### config.mk
export PLATFORM = sky130hd
export DESIGN_NAME = adc_result_window_detector
export DESIGN_NICKNAME = d
export VERILOG_FILES = /design/src/verilog/adc_window_pkg.sv /design/src/verilog/adc_result_window_detector.sv
export VERILOG_INCLUDE_DIRS = /design/src /design/src/verilog
export SDC_FILE = /design/constraint.sdc
export NUM_CORES = 1
export LEC_CHECK = 0
export ABC_AREA = 1
export ABC_CLOCK_PERIOD_IN_PS = 2200
export BUFFER_PORTS_ARGS = -buffer_cell sky130_fd_sc_hd__clkbuf_2
export CAP_MARGIN = 20
export CORE_MARGIN = 5
export CORE_UTILIZATION = 54
export DETAILED_ROUTE_END_ITERATION = 6
export GPL_ROUTABILITY_DRIVEN = 0
export PLACE_DENSITY = 0.79
export SLEW_MARGIN = 20
export SYNTH_ARGS = -nofsm -noshare
export SYNTH_HDL_FRONTEND = slang
export SYNTH_SLANG_ARGS = --single-unit
### constraint.sdc
create_clock -name MCLK -period 2.2 [get_ports MCLK]
set_input_delay 0.11 -clock MCLK [delete_from_list [all_inputs] [get_ports MCLK]]
set_output_delay 0.11 -clock MCLK [all_outputs]
set_load 0.03 [all_outputs]
### src/verilog/adc_window_map.svh
// register addresses, field positions and reset values of the result and window block
// assumes an 8-bit special-function register bus with a byte address
`ifndef ADC_WINDOW_MAP_SVH
`define ADC_WINDOW_MAP_SVH
`define ADDR_CONTROL 8'he8
`define ADDR_RESULT_LOW 8'hbe
`define ADDR_RESULT_HIGH 8'hbf
`define ADDR_UPPER_LOW 8'hc4
`define ADDR_UPPER_HIGH 8'hc5
`define ADDR_LOWER_LOW 8'hc6
`define ADDR_LOWER_HIGH 8'hc7
`define BIT_LEFT_JUSTIFY 0
`define BIT_WINDOW_FLAG 1
`define RESET_BYTE_ONES 8'hff
`define RESET_BYTE_ZERO 8'h00
`define RESET_CONTROL_LOW 2'h0
`define RESET_CONTROL_HIGH 6'h00
`define RESET_WORD_ZERO 12'h000
`define RESET_WORD_ONES 12'hfff
`define RESET_BIT_ZERO 1'b0
`define CONTROL_STORE_HIGH 7
`define CONTROL_STORE_LOW 2
`endif

### src/verilog/adc_window_pkg.sv
// types shared by the result and window block
// assumes nothing beyond the register map header
package adc_window_pkg;
   typedef logic [7:0] byte_type;
   typedef logic [11:0] word_type;
endpackage : adc_window_pkg

### src/verilog/adc_result_window_detector.sv
// result byte registers, limit words and window comparator of the 12-bit converter
// assumes a single-cycle sfr bus and a result strobe from the converter core, both on MCLK
`timescale 1ns/100ps
`include "adc_window_map.svh"

// Notes on behaviour
// - every new result compared without software
// - window match sets flag in control register
// - flag always readable for polling
// - each limit word has high/low bytes
// - flag for inside or outside window
module adc_result_window_detector (
   // clock and reset
   input wire logic MCLK,
   input wire logic RSTN,
   // special-function register bus
   input wire logic [7:0] SFR_ADDR,
   input wire logic SFR_WR,
   input wire logic SFR_RD,
   input wire logic [7:0] SFR_WDATA,
   output logic [7:0] SFR_RDATA,
   output logic SFR_HIT,
   // converter core
   input wire logic RESULT_VALID,
   input wire logic [11:0] RESULT_DATA,
   // status out
   output logic WINDOW_EVENT,
   output logic WINDOW_FLAG
);
   adc_window_pkg::byte_type result_high_reg, result_low_reg;
   adc_window_pkg::byte_type upper_high_reg, upper_low_reg, lower_high_reg, lower_low_reg;
   logic [5:0] control_upper_reg;
   logic left_justify_select_reg;
   logic window_compare_flag_reg;
   logic window_event_reg;
   adc_window_pkg::word_type upper_word, lower_word;
   logic match;
   logic wr_control;
   logic wr_rhigh;
   logic wr_rlow;
   logic wr_uhigh;
   logic wr_ulow;
   logic wr_lhigh;
   logic wr_llow;

   // a 12-bit limit is taken from the same justification as the result
   function automatic adc_window_pkg::word_type join_word(input adc_window_pkg::byte_type hi,
      input adc_window_pkg::byte_type lo, input logic left);
      if (left) begin
         join_word = {hi, lo[7:4]};
      end else begin
         join_word = {hi[3:0], lo};
      end
   endfunction : join_word

   assign upper_word = join_word(upper_high_reg, upper_low_reg, left_justify_select_reg);
   assign lower_word = join_word(lower_high_reg, lower_low_reg, left_justify_select_reg);

   // strict compare; the relative order of the two limits picks inside or outside
   function automatic logic in_window(input adc_window_pkg::word_type r,
      input adc_window_pkg::word_type up, input adc_window_pkg::word_type lo);
      if (lo > up) begin
         in_window = (r > up) && (r < lo);
      end else begin
         in_window = (r > up) || (r < lo);
      end
   endfunction : in_window

   // true when a bus write targets the given register
   function automatic logic write_to(input logic wr, input logic [7:0] addr, input logic [7:0] target);
      write_to = wr && (addr == target);
   endfunction : write_to

   // true for every mapped register address
   function automatic logic is_mapped(input logic [7:0] addr);
      case (addr)
         `ADDR_CONTROL, `ADDR_RESULT_HIGH, `ADDR_RESULT_LOW: begin
            is_mapped = 1'b1;
         end
         `ADDR_UPPER_HIGH, `ADDR_UPPER_LOW, `ADDR_LOWER_HIGH, `ADDR_LOWER_LOW: begin
            is_mapped = 1'b1;
         end
         default: begin
            is_mapped = 1'b0;
         end
      endcase
   endfunction : is_mapped

   assign match = in_window(RESULT_DATA, upper_word, lower_word);

   assign wr_control = write_to(SFR_WR, SFR_ADDR, `ADDR_CONTROL);
   assign wr_rhigh = write_to(SFR_WR, SFR_ADDR, `ADDR_RESULT_HIGH);
   assign wr_rlow = write_to(SFR_WR, SFR_ADDR, `ADDR_RESULT_LOW);
   assign wr_uhigh = write_to(SFR_WR, SFR_ADDR, `ADDR_UPPER_HIGH);
   assign wr_ulow = write_to(SFR_WR, SFR_ADDR, `ADDR_UPPER_LOW);
   assign wr_lhigh = write_to(SFR_WR, SFR_ADDR, `ADDR_LOWER_HIGH);
   assign wr_llow = write_to(SFR_WR, SFR_ADDR, `ADDR_LOWER_LOW);

   // justification select and spare storage bits of the control register
   always_ff @(posedge MCLK or negedge RSTN) begin
      if (!RSTN) begin
         control_upper_reg <= `RESET_CONTROL_HIGH;
         left_justify_select_reg <= `RESET_BIT_ZERO;
      end else if (wr_control) begin
         control_upper_reg <= SFR_WDATA[`CONTROL_STORE_HIGH:`CONTROL_STORE_LOW];
         left_justify_select_reg <= SFR_WDATA[`BIT_LEFT_JUSTIFY];
      end
   end

   // window flag; a hardware set wins over a software clear in the same cycle
   always_ff @(posedge MCLK or negedge RSTN) begin
      if (!RSTN) begin
         window_compare_flag_reg <= `RESET_BIT_ZERO;
      end else if (RESULT_VALID && match) begin
         window_compare_flag_reg <= 1'b1;
      end else if (wr_control) begin
         window_compare_flag_reg <= SFR_WDATA[`BIT_WINDOW_FLAG];
      end
   end

   // one-cycle request toward the interrupt logic
   always_ff @(posedge MCLK or negedge RSTN) begin
      if (!RSTN) begin
         window_event_reg <= `RESET_BIT_ZERO;
      end else begin
         window_event_reg <= RESULT_VALID && match;
      end
   end

   // result high byte; a new result wins over a software write
   always_ff @(posedge MCLK or negedge RSTN) begin
      if (!RSTN) begin
         result_high_reg <= `RESET_BYTE_ZERO;
      end else if (RESULT_VALID) begin
         if (left_justify_select_reg) begin
            result_high_reg <= RESULT_DATA[11:4];
         end else begin
            result_high_reg <= {4'h0, RESULT_DATA[11:8]};
         end
      end else if (wr_rhigh) begin
         result_high_reg <= SFR_WDATA;
      end
   end

   // result low byte; the spare nibble reads as zero when left justified
   always_ff @(posedge MCLK or negedge RSTN) begin
      if (!RSTN) begin
         result_low_reg <= `RESET_BYTE_ZERO;
      end else if (RESULT_VALID) begin
         if (left_justify_select_reg) begin
            result_low_reg <= {RESULT_DATA[3:0], 4'h0};
         end else begin
            result_low_reg <= RESULT_DATA[7:0];
         end
      end else if (wr_rlow) begin
         result_low_reg <= SFR_WDATA;
      end
   end

   // upper limit high byte
   always_ff @(posedge MCLK or negedge RSTN) begin
      if (!RSTN) begin
         upper_high_reg <= `RESET_BYTE_ONES;
      end else if (wr_uhigh) begin
         upper_high_reg <= SFR_WDATA;
      end
   end

   // upper limit low byte
   always_ff @(posedge MCLK or negedge RSTN) begin
      if (!RSTN) begin
         upper_low_reg <= `RESET_BYTE_ONES;
      end else if (wr_ulow) begin
         upper_low_reg <= SFR_WDATA;
      end
   end

   // lower limit high byte
   always_ff @(posedge MCLK or negedge RSTN) begin
      if (!RSTN) begin
         lower_high_reg <= `RESET_BYTE_ZERO;
      end else if (wr_lhigh) begin
         lower_high_reg <= SFR_WDATA;
      end
   end

   // lower limit low byte
   always_ff @(posedge MCLK or negedge RSTN) begin
      if (!RSTN) begin
         lower_low_reg <= `RESET_BYTE_ZERO;
      end else if (wr_llow) begin
         lower_low_reg <= SFR_WDATA;
      end
   end

   // address decode flag, independent of the read enable
   assign SFR_HIT = is_mapped(SFR_ADDR);

   // read mux, combinational; reads zero while the read enable is low
   always_comb begin
      case (SFR_ADDR)
         `ADDR_CONTROL: SFR_RDATA = {control_upper_reg, window_compare_flag_reg, left_justify_select_reg};
         `ADDR_RESULT_HIGH: SFR_RDATA = result_high_reg;
         `ADDR_RESULT_LOW: SFR_RDATA = result_low_reg;
         `ADDR_UPPER_HIGH: SFR_RDATA = upper_high_reg;
         `ADDR_UPPER_LOW: SFR_RDATA = upper_low_reg;
         `ADDR_LOWER_HIGH: SFR_RDATA = lower_high_reg;
         `ADDR_LOWER_LOW: SFR_RDATA = lower_low_reg;
         default: begin
            SFR_RDATA = `RESET_BYTE_ZERO;
         end
      endcase
      if (!SFR_RD) begin
         SFR_RDATA = `RESET_BYTE_ZERO;
      end
   end

   assign WINDOW_EVENT = window_event_reg;
   assign WINDOW_FLAG = window_compare_flag_reg;
endmodule : adc_result_window_detector

After elaboration in Yosys (flattened, before gate mapping):

Cells that the tools add are included.

* register bits after elaboration: 57
* input port bits: 33
* output and inout port bits: 11

* order comparisons: 3
* eq/ne operators: 7
* multiplexer cells: 14
* reductions and logical operators: 14

Operator list (count)
* $eq A8 B8 Y1 const B: 7
* $mux W8: 7
* $pmux W8 S7: 1
* $gt A12 B12 Y1: 2
* $mux W12: 2
* $lt A12 B12 Y1: 1
* $logic_and A1 B1 Y1: 9
* $reduce_or A7 Y1: 1
* $reduce_bool A2 Y1: 3
* $mux W1: 4
* $logic_or A1 B1 Y1: 1

Longest topological paths before layout:

Gate-level depths: netlist of run 1.

* depth after elaboration: 6
* depth in mapped cells: 18
* depth with buffers taken out: 16

Least setup slack after synthesis of run 1:

OpenSTA, ideal clock, no wires.

* kind: register to register
* from: register left_justify_select_reg
* to: register window_compare_flag_reg (netlist: WINDOW_FLAG)
* arrival: 2036 ps
* path slack: 43 ps
* cell stages (with the launch flop): 16
* path through: dfrtp_1 -> clkbuf_1 -> clkbuf_1 -> nand2_1 -> o21ai_0 -> inv_1 -> ha_1 -> nand2_1 -> nor2_1 -> nand2_1 -> a21oi_1 -> nor2_1 -> nor2_1 -> a21oi_1 -> nand2_1 -> nand2_1

* cells in the longest elaborated chain, start to end: 6
* elaborated cells between the ends (all ways): 11
* classes of those cells: order compare: 3; mux: 4; reduce/logical: 4

Ends and longest elaborated chain
* start: declaration: line adc_result_window_detector.sv:33 `logic left_justify_select_reg;`
* start signal: assignment: line adc_result_window_detector.sv:103 `` left_justify_select_reg <= `RESET_BIT_ZERO; ``
* start signal: assignment: line adc_result_window_detector.sv:106 `` left_justify_select_reg <= SFR_WDATA[`BIT_LEFT_JUSTIFY]; ``
* $mux W12: line adc_result_window_detector.sv:49 `if (left) begin`
* $gt A12 B12 Y1 / $lt A12 B12 Y1 (equally long branches): line adc_result_window_detector.sv:63, adc_result_window_detector.sv:65
* $logic_or A1 B1 Y1 / $logic_and A1 B1 Y1 (equally long branches): line adc_result_window_detector.sv:65, adc_result_window_detector.sv:63
* $mux W1 *: line adc_result_window_detector.sv:62 `if (lo > up) begin`
* $logic_and A1 B1 Y1 *: line adc_result_window_detector.sv:114 `end else if (RESULT_VALID && match) begin`
* $mux W1 / $reduce_bool A2 Y1 (equally long branches)
* end signal: assignment: line adc_result_window_detector.sv:113 `` window_compare_flag_reg <= `RESET_BIT_ZERO; ``
* end signal: assignment: line adc_result_window_detector.sv:117 `` window_compare_flag_reg <= SFR_WDATA[`BIT_WINDOW_FLAG]; ``
* end: declaration: line adc_result_window_detector.sv:34 `logic window_compare_flag_reg;`

Every way passes the cells marked *; elsewhere a longest branch is shown, timed or not.
A chain may end at the register's enable or synchronous reset.

Final worst setup path of run 1:

Ends and elaborated chain as after synthesis.

==> results of run 1 <==
repair_timing:
action | CTS | global route
pin swaps | 0 | 7
gates cloned | 0 | 6
endpoints found under the hold margin | 25 | 0
gates resized for setup | 1 | 71
hold buffers | 1 | 0
setup buffers | 0 | 3
endpoints found under the setup margin | 1 | 2
worst max-delay path, cell delays in order, from the launching register on:
cell,delay [ns]
dfrtp_2,0.56
buf_6,0.21
nand2_1,0.08
o21ai_1,0.16
ha_1,0.29
nand2_1,0.09
inv_1,0.04
nand2_1,0.05
nand2_1,0.06
nand2_1,0.09
nand2_1,0.09
nor2_1,0.10
nor2_1,0.05
a21oi_1,0.16
nand2_1,0.10
nand2_1,0.07
kinds of logic (layout without fill, tap and decap cells):
group                    count (synthesis)  count (layout)  synth area share
AND/OR/NAND/NOR                        241             241            0.2460
buffers and inverters                  110             173            0.1106
adder cells (fa/ha/maj)                 35              35            0.1055
AO/OA/AOI/OAI                          143             143            0.1893
flip-flops                              57              57            0.3485
layer usage:
layer | global-route usage | vias to the layer above | routed length (um)
met1 | 0.3164 | 2003 | 4914
met3 | 0.05528 | 73 | 1276
met2 | 0.4249 | 266 | 6373
met4 | 0.1054 | 0 | 725
met5 | 0 | - | 0
li1 | - | 2026 | -
per-stage QoR:
stage | setup slack [ns] | total power, mW
floorplan | 0.04296 | 1.699
global placement | 0.03245 | 1.932
detailed placement | -0.0005063 | 1.959
CTS | 0.02610 | 2.914
global route | -0.1865 | 3.338
finish | -0.06485 | 3.179
layout by cell type (no fill, tap or decap), types with 2 or more instances in the layout:
cell,n
o21ai_2,15
buf_6,4
inv_2,6
a31oi_1,7
ha_1,26
nor2_4,4
buf_4,12
nand3_1,24
o22ai_1,11
o21ai_1,8
o21ai_0,65
buf_12,2
o211ai_1,3
a21oi_1,21
clkbuf_16,3
nand2_4,3
nor2_1,45
a21oi_2,4
o21ai_4,4
nor3_1,2
inv_1,85
nand2_2,6
nor2_2,3
a21o_1,3
ha_4,9
dfstp_2,16
clkbuf_8,9
nand2_1,146
clkbuf_2,43
clkbuf_1,2
clkinv_2,2
nand4_1,3
dfrtp_1,40
layout make-up:
cell class              instances  area (um2)  area share
multi-input cells             419        2482      0.4898
flip-flops and latches         57        1448      0.2856
well taps                     102       127.6     0.02518
clock buffers                  11       131.4     0.02592
inverters                      92       347.8     0.06863
repair buffers                 65       475.5     0.09380
clock inverters                 5       56.30     0.01111
path summary, 6_finish.rpt:
kind,startpoint,to,slack [ns],cells past startpoint
hold / removal,SFR_WDATA[3],control_upper_reg[1],-0.003,3
setup reg to reg,left_justify_select_reg,WINDOW_FLAG,-0.06,15
hold reg to reg,lower_high_reg[6],lower_high_reg[6],0.49,2
setup / recovery,left_justify_select_reg,WINDOW_FLAG,-0.06,15
min in group asynchronous,RSTN,control_upper_reg[1],0.35,2
max in group asynchronous,RSTN,upper_high_reg[3],1.14,3
power by group through the flow:
stage | combinational (mW) | clock, mW | sequential [mW]
2_1_floorplan | 0.510 | 0 | 1.19
3_3_place_gp | 0.743 | 0 | 1.19
4_1_cts | 0.776 | 0.964 | 1.17
6_report | 1.01 | 0.984 | 1.19
3_5_place_dp | 0.768 | 0 | 1.19
5_1_grt | 1.11 | 1.03 | 1.19
==> metrics.csv, run 1 <==
stage,metric,value,unit
clocking,clkSinkCount,57,
synth,synthCells,586,
status,failed_checks,"hold timing, setup timing",
synth,synth_nets,654,
place,port_buffers,43,
floorplanning,ioPinCount,44,
clocking,cts_tree,done,
sta,hold-worst-slack,-0.002980,ns
sta,period_share,1.029,
global_routing,grt_overflow,0,
final_layout,antenna_cells,0,
power,leakagePower,2.496,nW
routing,ant_nets,0,
power,ir_worst_vdd,0.4130,mV
global_routing,grt_usage,0.2539,
routing,drtPass1Iterations,6,
synth,yosys_register_bits,57,
clocking,cts_root_buf,clkbuf_8,
synth,synth.avg_cell_area,7.082,um2
place,dpl.cell_count,727,
floorplanning,start_util,0.5456,
clocking,numCtsBuffers,9,
synth,yosysMostFrequentCell,nand2_1,
global_routing,grt_pass1_wl,19.17,mm
power,seqPwrFrac,0.373,
power,power.switching,1.130,mW
place,post-dp-hpwl,9.210,mm
routing,post_drt_wl_per_cell,17.70,um
sta,maxSlewViolCount,0,
clocking,cts.clk_slew.worst_paths,0.08,ns
setup_path,cp.required,2.49,ns
sta,fin_ws,-0.06485,ns
clocking,htree_levels,3,
global_routing,grt_pass1_vias,3913,
sta,finalHoldViolCount,1,
synth,yosys.area.top_type_share,0.2472,
final_layout,final_cells,751,
global_routing,grt_max_degree,44,
sta,finalSetupTns,-0.1262,ns
floorplanning,row_count,32,
floorplanning,die_x,97.67,um
final_layout,drive_gt1_frac,0.2373,
routing,drc,0,
setup_path,crit_path_start_kind,flop,
synth,synthesis.area,4150,um2
power,power.share.switching,0.3554,
synth,ys_warn_count,0,
synth,synth_area_leader_cell,dfrtp_1,
routing,vias,4368,
power,powerDensity,627.2,nW/um2
sta,finalSetupViolCount,2,
place,placed_area,4512,um2
synth,synth_area_leaders,"dfrtp_1 (25%), nand2_1 (14%), o21ai_0 (11%)",
setup_path,path_class,flop to flop,
sta,fmax,441.5,MHz
setup_path,cp_data_arrival_time,2.56,ns
final_layout,n_fill_cell,615,
synth,synth_ff_type,dfrtp_1,
clocking,cts_buffer_depth,2,
sta,rsz0062_at_grt,yes,
sta,fin_skew,0.009035,ns
job,maxCapViolCount,0,
final_layout,finalNetCount,712,
synth,synth-edff-count,0,
sta,min_period,2.265,ns
sta,slew_headroom,0.4896,
routing,drt_iter0_markers,515,
power,p_comb_frac,0.317,
synth,synth_common_cells,"nand2_1 (153), inv_1 (90), o21ai_0 (88)",
hold_path,hold_class,input pin to flop,
clocking,clk-insertion-delay-late,0.35,ns
power,clockPowerShare,0.309,
floorplanning,die_y,97.67,um
routing,drt-total-wl,13.29,mm
synth,synth-seq-area-share,0.3485,
synth,synthDistinctLibCells,38,
final_layout,fin_util,0.6663,
final_layout,area_growth,22.13,%
setup_path,worst-path-max-fanout,10,
status,outcome,"finished, violations left",
power,p_int,2.049,mW
routing,viasPerCell,5.816,
floorplanning,coreArea,7607,um2
sta,tightestPinTransition,0.7656,ns
floorplanning,die-area,9538,um2
final_layout,final_area,5069,um2
synth,async_reset_ff_frac,1.000,
setup_path,cp-end-kind,flop,
global_routing,antenna_found_initial,0,
(Power assumes the default switching activity.)
==> run 2: changes to the inputs <==
--- a/config.mk
+++ b/config.mk
@@ -6,7 +6,7 @@
 export SDC_FILE = /design/constraint.sdc
 export NUM_CORES = 1
 export LEC_CHECK = 0
-export ABC_AREA = 1
+export ABC_AREA = 0
 export ABC_CLOCK_PERIOD_IN_PS = 2200
 export BUFFER_PORTS_ARGS = -buffer_cell sky130_fd_sc_hd__clkbuf_2
 export CAP_MARGIN = 20
==> run 2 against run 1 <==
Compared with the run above: the run ends with setup timing left; worst setup slack got worse by 0.18 ns; design area grew 1.3%; count of clock-buffer cells in the layout up 3; final cell count down 28%; critical path depth fell by 5; flip-flop and latch count did not move; synthesized area shrank 5.3%; non-clock buffer count is 16 higher.
==> metrics.csv, run 2 <==
stage,metric,value,unit
status,outcome,"finished, violations left",
status,failed_checks,setup timing,
routing,drt-total-wl,12.95,mm
synth,synth-edff-count,0,
routing,vias,3659,
floorplanning,coreArea,7176,um2
synth,yosys_register_bits,57,
final_layout,drive_gt1_frac,0.4775,
clocking,numCtsBuffers,9,
final_layout,final_area,5135,um2
synth,ys_warn_count,0,
sta,finalSetupViolCount,2,
synth,synthSimpleGateAreaFrac,0.1229,
floorplanning,die_x,95.31,um
setup_path,r2r_slack,-0.24,ns
setup_path,path_class,flop to flop,
sta,finalHoldViolCount,0,
synth,synth_ff_type,dfrtp_1,
routing,drc,0,
floorplanning,start_util,0.5477,
global_routing,met3_usage,0.05919,
routing,drtPass1Iterations,5,
synth,synth_common_cells,"mux2_2 (43), dfrtp_1 (41), ha_1 (35)",
routing,viasPerCell,6.738,
synth,muxShareOfSynthArea,0.2117,
synth,synthCells,356,
final_layout,area_growth,30.66,%
global_routing,grt_overflow,0,
floorplanning,row_count,31,
floorplanning,die_y,95.31,um
sta,maxSlewViolCount,0,
place,port_buffers,43,
sta,min_period,2.444,ns
final_layout,seq_area,1448,um2
setup_path,cp.required,2.47,ns
clocking,clkSinkCount,57,
synth,synthesis.area,3930,um2
setup_path,worst-path-max-fanout,6,
clocking,clk-insertion-delay-late,0.35,ns
clocking,cts_buffer_depth,2,
global_routing,grt_pass1_vias,3422,
sta,hold-worst-slack,0.1092,ns
routing,ant_nets,0,
routing,drt_iter0_markers,330,
floorplanning,ioPinCount,44,
final_layout,finalNetCount,507,
synth,synth_area_leader_cell,dfrtp_1,
sta,tightestPinTransition,0.7469,ns
floorplanning,die-area,9084,um2
synth,synth.avg_cell_area,11.04,um2
synth,yosysMostFrequentCell,mux2_2,
setup_path,cp-end-kind,flop,
power,ir_worst_vdd,0.5210,mV
synth,synth_area_leaders,"dfrtp_1 (26%), mux2_2 (12%), ha_1 (11%)",
clocking,cts.clk_slew.worst_paths,0.06,ns
synth,synth_nets,424,
global_routing,met2_usage,0.4431,
synth,synth_fa_ha_area_frac,0.1114,
sta,period_share,1.111,
synth,async_reset_ff_frac,1.000,
clocking,htree_levels,3,
sta,fin_skew,0.01717,ns
synth,yosys.area.top_type_share,0.2611,
setup_path,cp_data_arrival_time,2.72,ns
final_layout,final_cell_mix,"mux2_2 (43), clkbuf_2 (43), dfrtp_1 (40), ha_1 (28), nand2_1 (27)",
clocking,cts_root_buf,clkbuf_8,
synth,synthDistinctLibCells,45,
job,maxCapViolCount,0,
global_routing,use_met1,0.3320,
synth,synth-xor-area-share,0,
global_routing,grt_usage,0.2652,
synth,synth_top_family_by_area,multiplexers,
routing,post_drt_wl_per_cell,23.85,um
global_routing,grt_pass1_wl,17.86,mm
sta,fin_ws,-0.2438,ns
hold_path,hold_class,input pin to flop,
final_layout,antenna_cells,0,
synth,synth_compound_area_frac,0.1566,
place,placed_area,4459,um2
clocking,cts_tree,done,
global_routing,antenna_found_initial,0,
sta,fmax,409.2,MHz
power,powerDensity,582.7,nW/um2
synth,synth-seq-area-share,0.3680,
sta,rsz0062_at_grt,yes,
setup_path,crit_path_start_kind,flop,
power,leakagePower,2.288,nW
final_layout,n_fill_cell,475,
global_routing,busiest_layer,met2,
final_layout,multi_input_area,2688,um2
place,post-dp-hpwl,8.667,mm
global_routing,grt_max_degree,33,
sta,slew_headroom,0.5021,
## run 2: changes by cell type after synthesis, moves of 18 or more
cell | before | now
mux2_2 | 0 | 43
nor2_1 | 48 | 7
a22oi_1 | 0 | 18
o21ai_0 | 88 | 1
nand3_1 | 24 | 5
mux2i_1 | 0 | 28
inv_1 | 90 | 14
nand2_1 | 153 | 27
## run 2: layout make-up
| type | instances | area share |
|---|---|---|
| repair buffers | 81 | 0.1160 |
| clock inverters | 2 | 0.006823 |
| clock buffers | 14 | 0.03558 |
| well taps | 99 | 0.02412 |
| inverters | 16 | 0.01218 |
| flip-flops and latches | 57 | 0.2819 |
| multi-input cells | 274 | 0.5234 |
## run 2: worst paths after layout
check	start	end	depth (start not counted)
worst max-delay path	left_justify_select_reg	WINDOW_EVENT	10
worst min-delay path	SFR_WDATA[4]	lower_high_reg[4]	2
worst max register to register	left_justify_select_reg	WINDOW_EVENT	10
worst min register to register	result_high_reg[5]	result_high_reg[5]	2
max in group asynchronous	RSTN	upper_low_reg[2]	3
min in group asynchronous	RSTN	result_high_reg[5]	2
## run 2: logic make-up (layout without fill, tap and decap cells)
kind of cell / Yosys count / in the layout
simple gates: 73 / 73
fa+ha+maj: 35 / 35
compound gates: 92 / 92
buf+inv: 25 / 113
mux: 74 / 74
flops: 57 / 57
## run 2: routing by layer
layer	part of all wire	wire [um]
met5	0	0
met4	0.057	732
met3	0.094	1222
met2	0.48	6237
met1	0.37	4756
## run 2: report_power, final
part	internal, mW	total, mW	switching, mW
registers	1.13	1.20	0.0694
clock network	0.646	1.07	0.426
logic	0.331	0.722	0.391
## run 2: repair_timing
item	CTS	global route
resized for setup	13	45
pin swaps	5	12
setup buffers	3	6
hold buffers	1	0
setup endpoints to repair	2	2
hold endpoints to repair	17	0
cloned	1	1
## run 2: worst max-delay path: stages, from the launching register on
cell and delay [ns]:
dfrtp_2 0.46, buf_8 0.16, buf_6 0.10, mux2i_2 0.24, ha_1 0.29, a211o_1 0.28
a21oi_2 0.17, nand3b_1 0.14, a21oi_2 0.26, o21ai_1 0.15, nand2_1 0.12
## run 2: per-stage QoR
step           worst slack (ns)  TNS [ns]  std cells  total power [mW]  utilization
2_1_floorplan          -0.08672   -0.1478        356             1.524            -
3_3_place_gp           -0.09564   -0.1853        515             1.729       0.6214
3_5_place_dp            -0.1806   -0.3571        515             1.759       0.6214
4_1_cts                 -0.1288   -0.2342        536             2.855       0.6668
5_1_grt                 -0.3305   -0.6694        543             3.092       0.7156
6_report                -0.2438   -0.4555        543             2.992       0.7156
==> run 3: changes to the inputs <==
--- a/config.mk
+++ b/config.mk
@@ -8,13 +8,13 @@
 export LEC_CHECK = 0
 export ABC_AREA = 0
 export ABC_CLOCK_PERIOD_IN_PS = 2200
-export BUFFER_PORTS_ARGS = -buffer_cell sky130_fd_sc_hd__clkbuf_2
 export CAP_MARGIN = 20
 export CORE_MARGIN = 5
-export CORE_UTILIZATION = 54
+export CORE_UTILIZATION = 58
 export DETAILED_ROUTE_END_ITERATION = 6
+export DONT_BUFFER_PORTS = 1
 export GPL_ROUTABILITY_DRIVEN = 0
-export PLACE_DENSITY = 0.79
+export PLACE_DENSITY = 0.78
 export SLEW_MARGIN = 20
 export SYNTH_ARGS = -nofsm -noshare
 export SYNTH_HDL_FRONTEND = slang
==> run 3 against run 2 <==
Compared with the run above: the flow still finishes with violations (setup timing); count of clock-buffer cells in the layout increased by 2; fmax increased by 2.6%; first-iteration DRC count decreased by 6.4%; final cell count decreased by 8.1%; core utilization increased by 1.8 points; critical path type unchanged; critical path depth increased by 1; worst setup slack improved by 0.062 ns; register-to-register slack improved by 0.06 ns; combinational power decreased by 16%; via count decreased by 5.4%; highest routed layer is now met5; non-clock buffer count decreased by 25.
==> metrics.csv, run 3 (synthesis results as in run 2) <==
stage,metric,value,unit
clocking,htree_levels,3,
sta,period_share,1.083,
sta,slew_headroom,0.5279,
floorplanning,coreArea,6681,um2
floorplanning,start_util,0.5882,
power,powerDensity,559.7,nW/um2
final_layout,antenna_cells,0,
hold_path,worstHoldStart,RESULT_VALID,
clocking,cts.clk_slew.worst_paths,0.07,ns
status,failed_checks,setup timing,
floorplanning,row_count,30,
setup_path,reg2reg_depth,11,
power,ir_worst_vdd,0.5836,mV
final_layout,drive_gt1_frac,0.3628,
power,leakagePower,2.149,nW
setup_path,cp_data_arrival_time,2.68,ns
final_layout,finalNetCount,482,
place,port_buffers,0,
routing,vias,3461,
floorplanning,ioPinCount,44,
setup_path,crit_path_start_kind,flop,
global_routing,grt_usage,0.2903,
floorplanning,die_x,92.32,um
global_routing,busiest_layer,met2,
clocking,cts_tree,done,
sta,tightestPinTransition,0.7082,ns
sta,fin_ws,-0.1815,ns
global_routing,met2_usage,0.4604,
routing,drt_iter0_markers,309,
setup_path,cp.required,2.50,ns
global_routing,grt_pass1_wl,18.64,mm
place,placed_area,4258,um2
sta,maxSlewViolCount,0,
sta,finalSetupViolCount,2,
setup_path,cpMostUsedCell,buf_4,
routing,post_drt_wl_per_cell,24.69,um
floorplanning,die-area,8522,um2
clocking,cts_buffer_depth,2,
setup_path,worst-path-max-fanout,9,
routing,drt-total-wl,12.32,mm
sta,fin_skew,0.01410,ns
setup_path,r2r_slack,-0.18,ns
global_routing,grt_pass1_vias,3487,
global_routing,antenna_found_initial,1,
routing,ant_nets,0,
status,outcome,"finished, violations left",
final_layout,multi_input_area,2549,um2
hold_path,holdPathEnd,result_low_reg[5],
final_layout,seq_area,1448,um2
place,post-dp-hpwl,8.256,mm
routing,drc,0,
setup_path,reg2reg_to,WINDOW_FLAG,
hold_path,holdPathStages,3,
clocking,cts_root_buf,clkbuf_8,
global_routing,grt_max_degree,58,
sta,rsz0062_at_grt,yes,
final_layout,n_fill_cell,439,
setup_path,regToRegStartpoint,left_justify_select_reg,
final_layout,area_growth,24.74,%
final_layout,final_cell_mix,"mux2_2 (43), dfrtp_1 (40), ha_1 (32), buf_4 (32), nand2_1 (27)",
final_layout,final_common_cell,mux2_2,
clocking,clkSinkCount,57,
floorplanning,die_y,92.32,um
setup_path,slowest_delay,0.45,ns
global_routing,grt_overflow,0,
clocking,clk-insertion-delay-late,0.36,ns
sta,fmax,419.9,MHz
hold_path,hold_class,input pin to flop,
setup_path,cp-end-kind,flop,
final_layout,final_area,4902,um2
routing,viasPerCell,6.936,
setup_path,critPathSlowestCell,dfrtp_2,
sta,finalHoldViolCount,0,
sta,min_period,2.382,ns
job,maxCapViolCount,0,
global_routing,use_met1,0.3452,
global_routing,met3_usage,0.08936,
setup_path,path_class,flop to flop,
clocking,numCtsBuffers,9,
routing,drtPass1Iterations,5,
final_layout,fin_util,0.7337,
setup_path,crit_path_cell_trace,buf_12 -> mux2i_1 -> buf_4 -> inv_1 -> ha_1 -> nand4_1 -> buf_4 -> a21oi_4 -> o41ai_2 -> o221ai_2 -> nand3_1,
run 3: cell count changes in the layout (fill, tap and decap cells not counted), sizes merged:
cell / before / now
clkbuf: 58 / 16
clkinv: 1 / 0
dlygate4sd3: 1 / 18
buf: 36 / 38
bufinv: 1 / 0
run 3: power by group:
part,total (mW),switching (mW),internal (mW)
logic,0.607,0.310,0.297
clock network,0.926,0.423,0.504
registers,1.21,0.0813,1.13
run 3: metrics by stage:
step / setup TNS (ns) / hold slack (ns) / worst slack [ns] / instances / total power, mW
finish: -0.3486 / 0.005821 / -0.1815 / 499 / 2.744
floorplan: -0.1478 / -0.1856 / -0.08672 / 356 / 1.524
CTS: -0.1277 / 0.003009 / -0.06934 / 497 / 2.674
global placement: -0.08142 / -0.1843 / -0.04898 / 458 / 1.615
detailed placement: -0.3089 / -0.1842 / -0.1710 / 458 / 1.640
global route: -0.5926 / 0.02164 / -0.3060 / 499 / 2.842
run 3: critical path, delay by kind of cell (launching register included):
kind,cells,cell delay [ns]
buf+inv,4,0.53
compound gates,3,0.58
fa+ha+maj,1,0.34
simple gates,2,0.24
mux,1,0.19
flops,1,0.45
run 3: what timing repair did:
item | 4_1_cts | 5_1_grt
resized for setup | 17 | 13
setup endpoints to repair | 2 | 2
endpoints found under the hold margin | 113 | 0
cloned | 2 | 0
hold buffers | 19 | 0
pin swaps | 8 | 6
setup buffers | 2 | 2
run 3: worst max path at each step:
stage	from	end	slack, ns	cells after the start
2_1_floorplan	left_justify_select_reg	WINDOW_FLAG	-0.09	10
6_report	left_justify_select_reg	WINDOW_FLAG	-0.18	11
3_3_place_gp	left_justify_select_reg	WINDOW_FLAG	-0.05	9
5_1_grt	left_justify_select_reg	WINDOW_FLAG	-0.31	12
4_1_cts	left_justify_select_reg	WINDOW_FLAG	-0.07	10
3_5_place_dp	left_justify_select_reg	WINDOW_FLAG	-0.17	10
run 3: final cells by class:
type | instances | share of cell area
Inverter | 16 | 0.01276
Sequential cell | 57 | 0.2953
Tap cell | 80 | 0.02042
Multi-Input combinational cell | 274 | 0.5199
Clock buffer | 16 | 0.03675
Timing Repair Buffer | 56 | 0.1149
run 3: routing by layer:
metal,part of all wire,vias to the layer above
met5,0.00089,-
met4,0.058,2
met3,0.094,66
met2,0.47,227
met1,0.38,1677
li1,-,1489
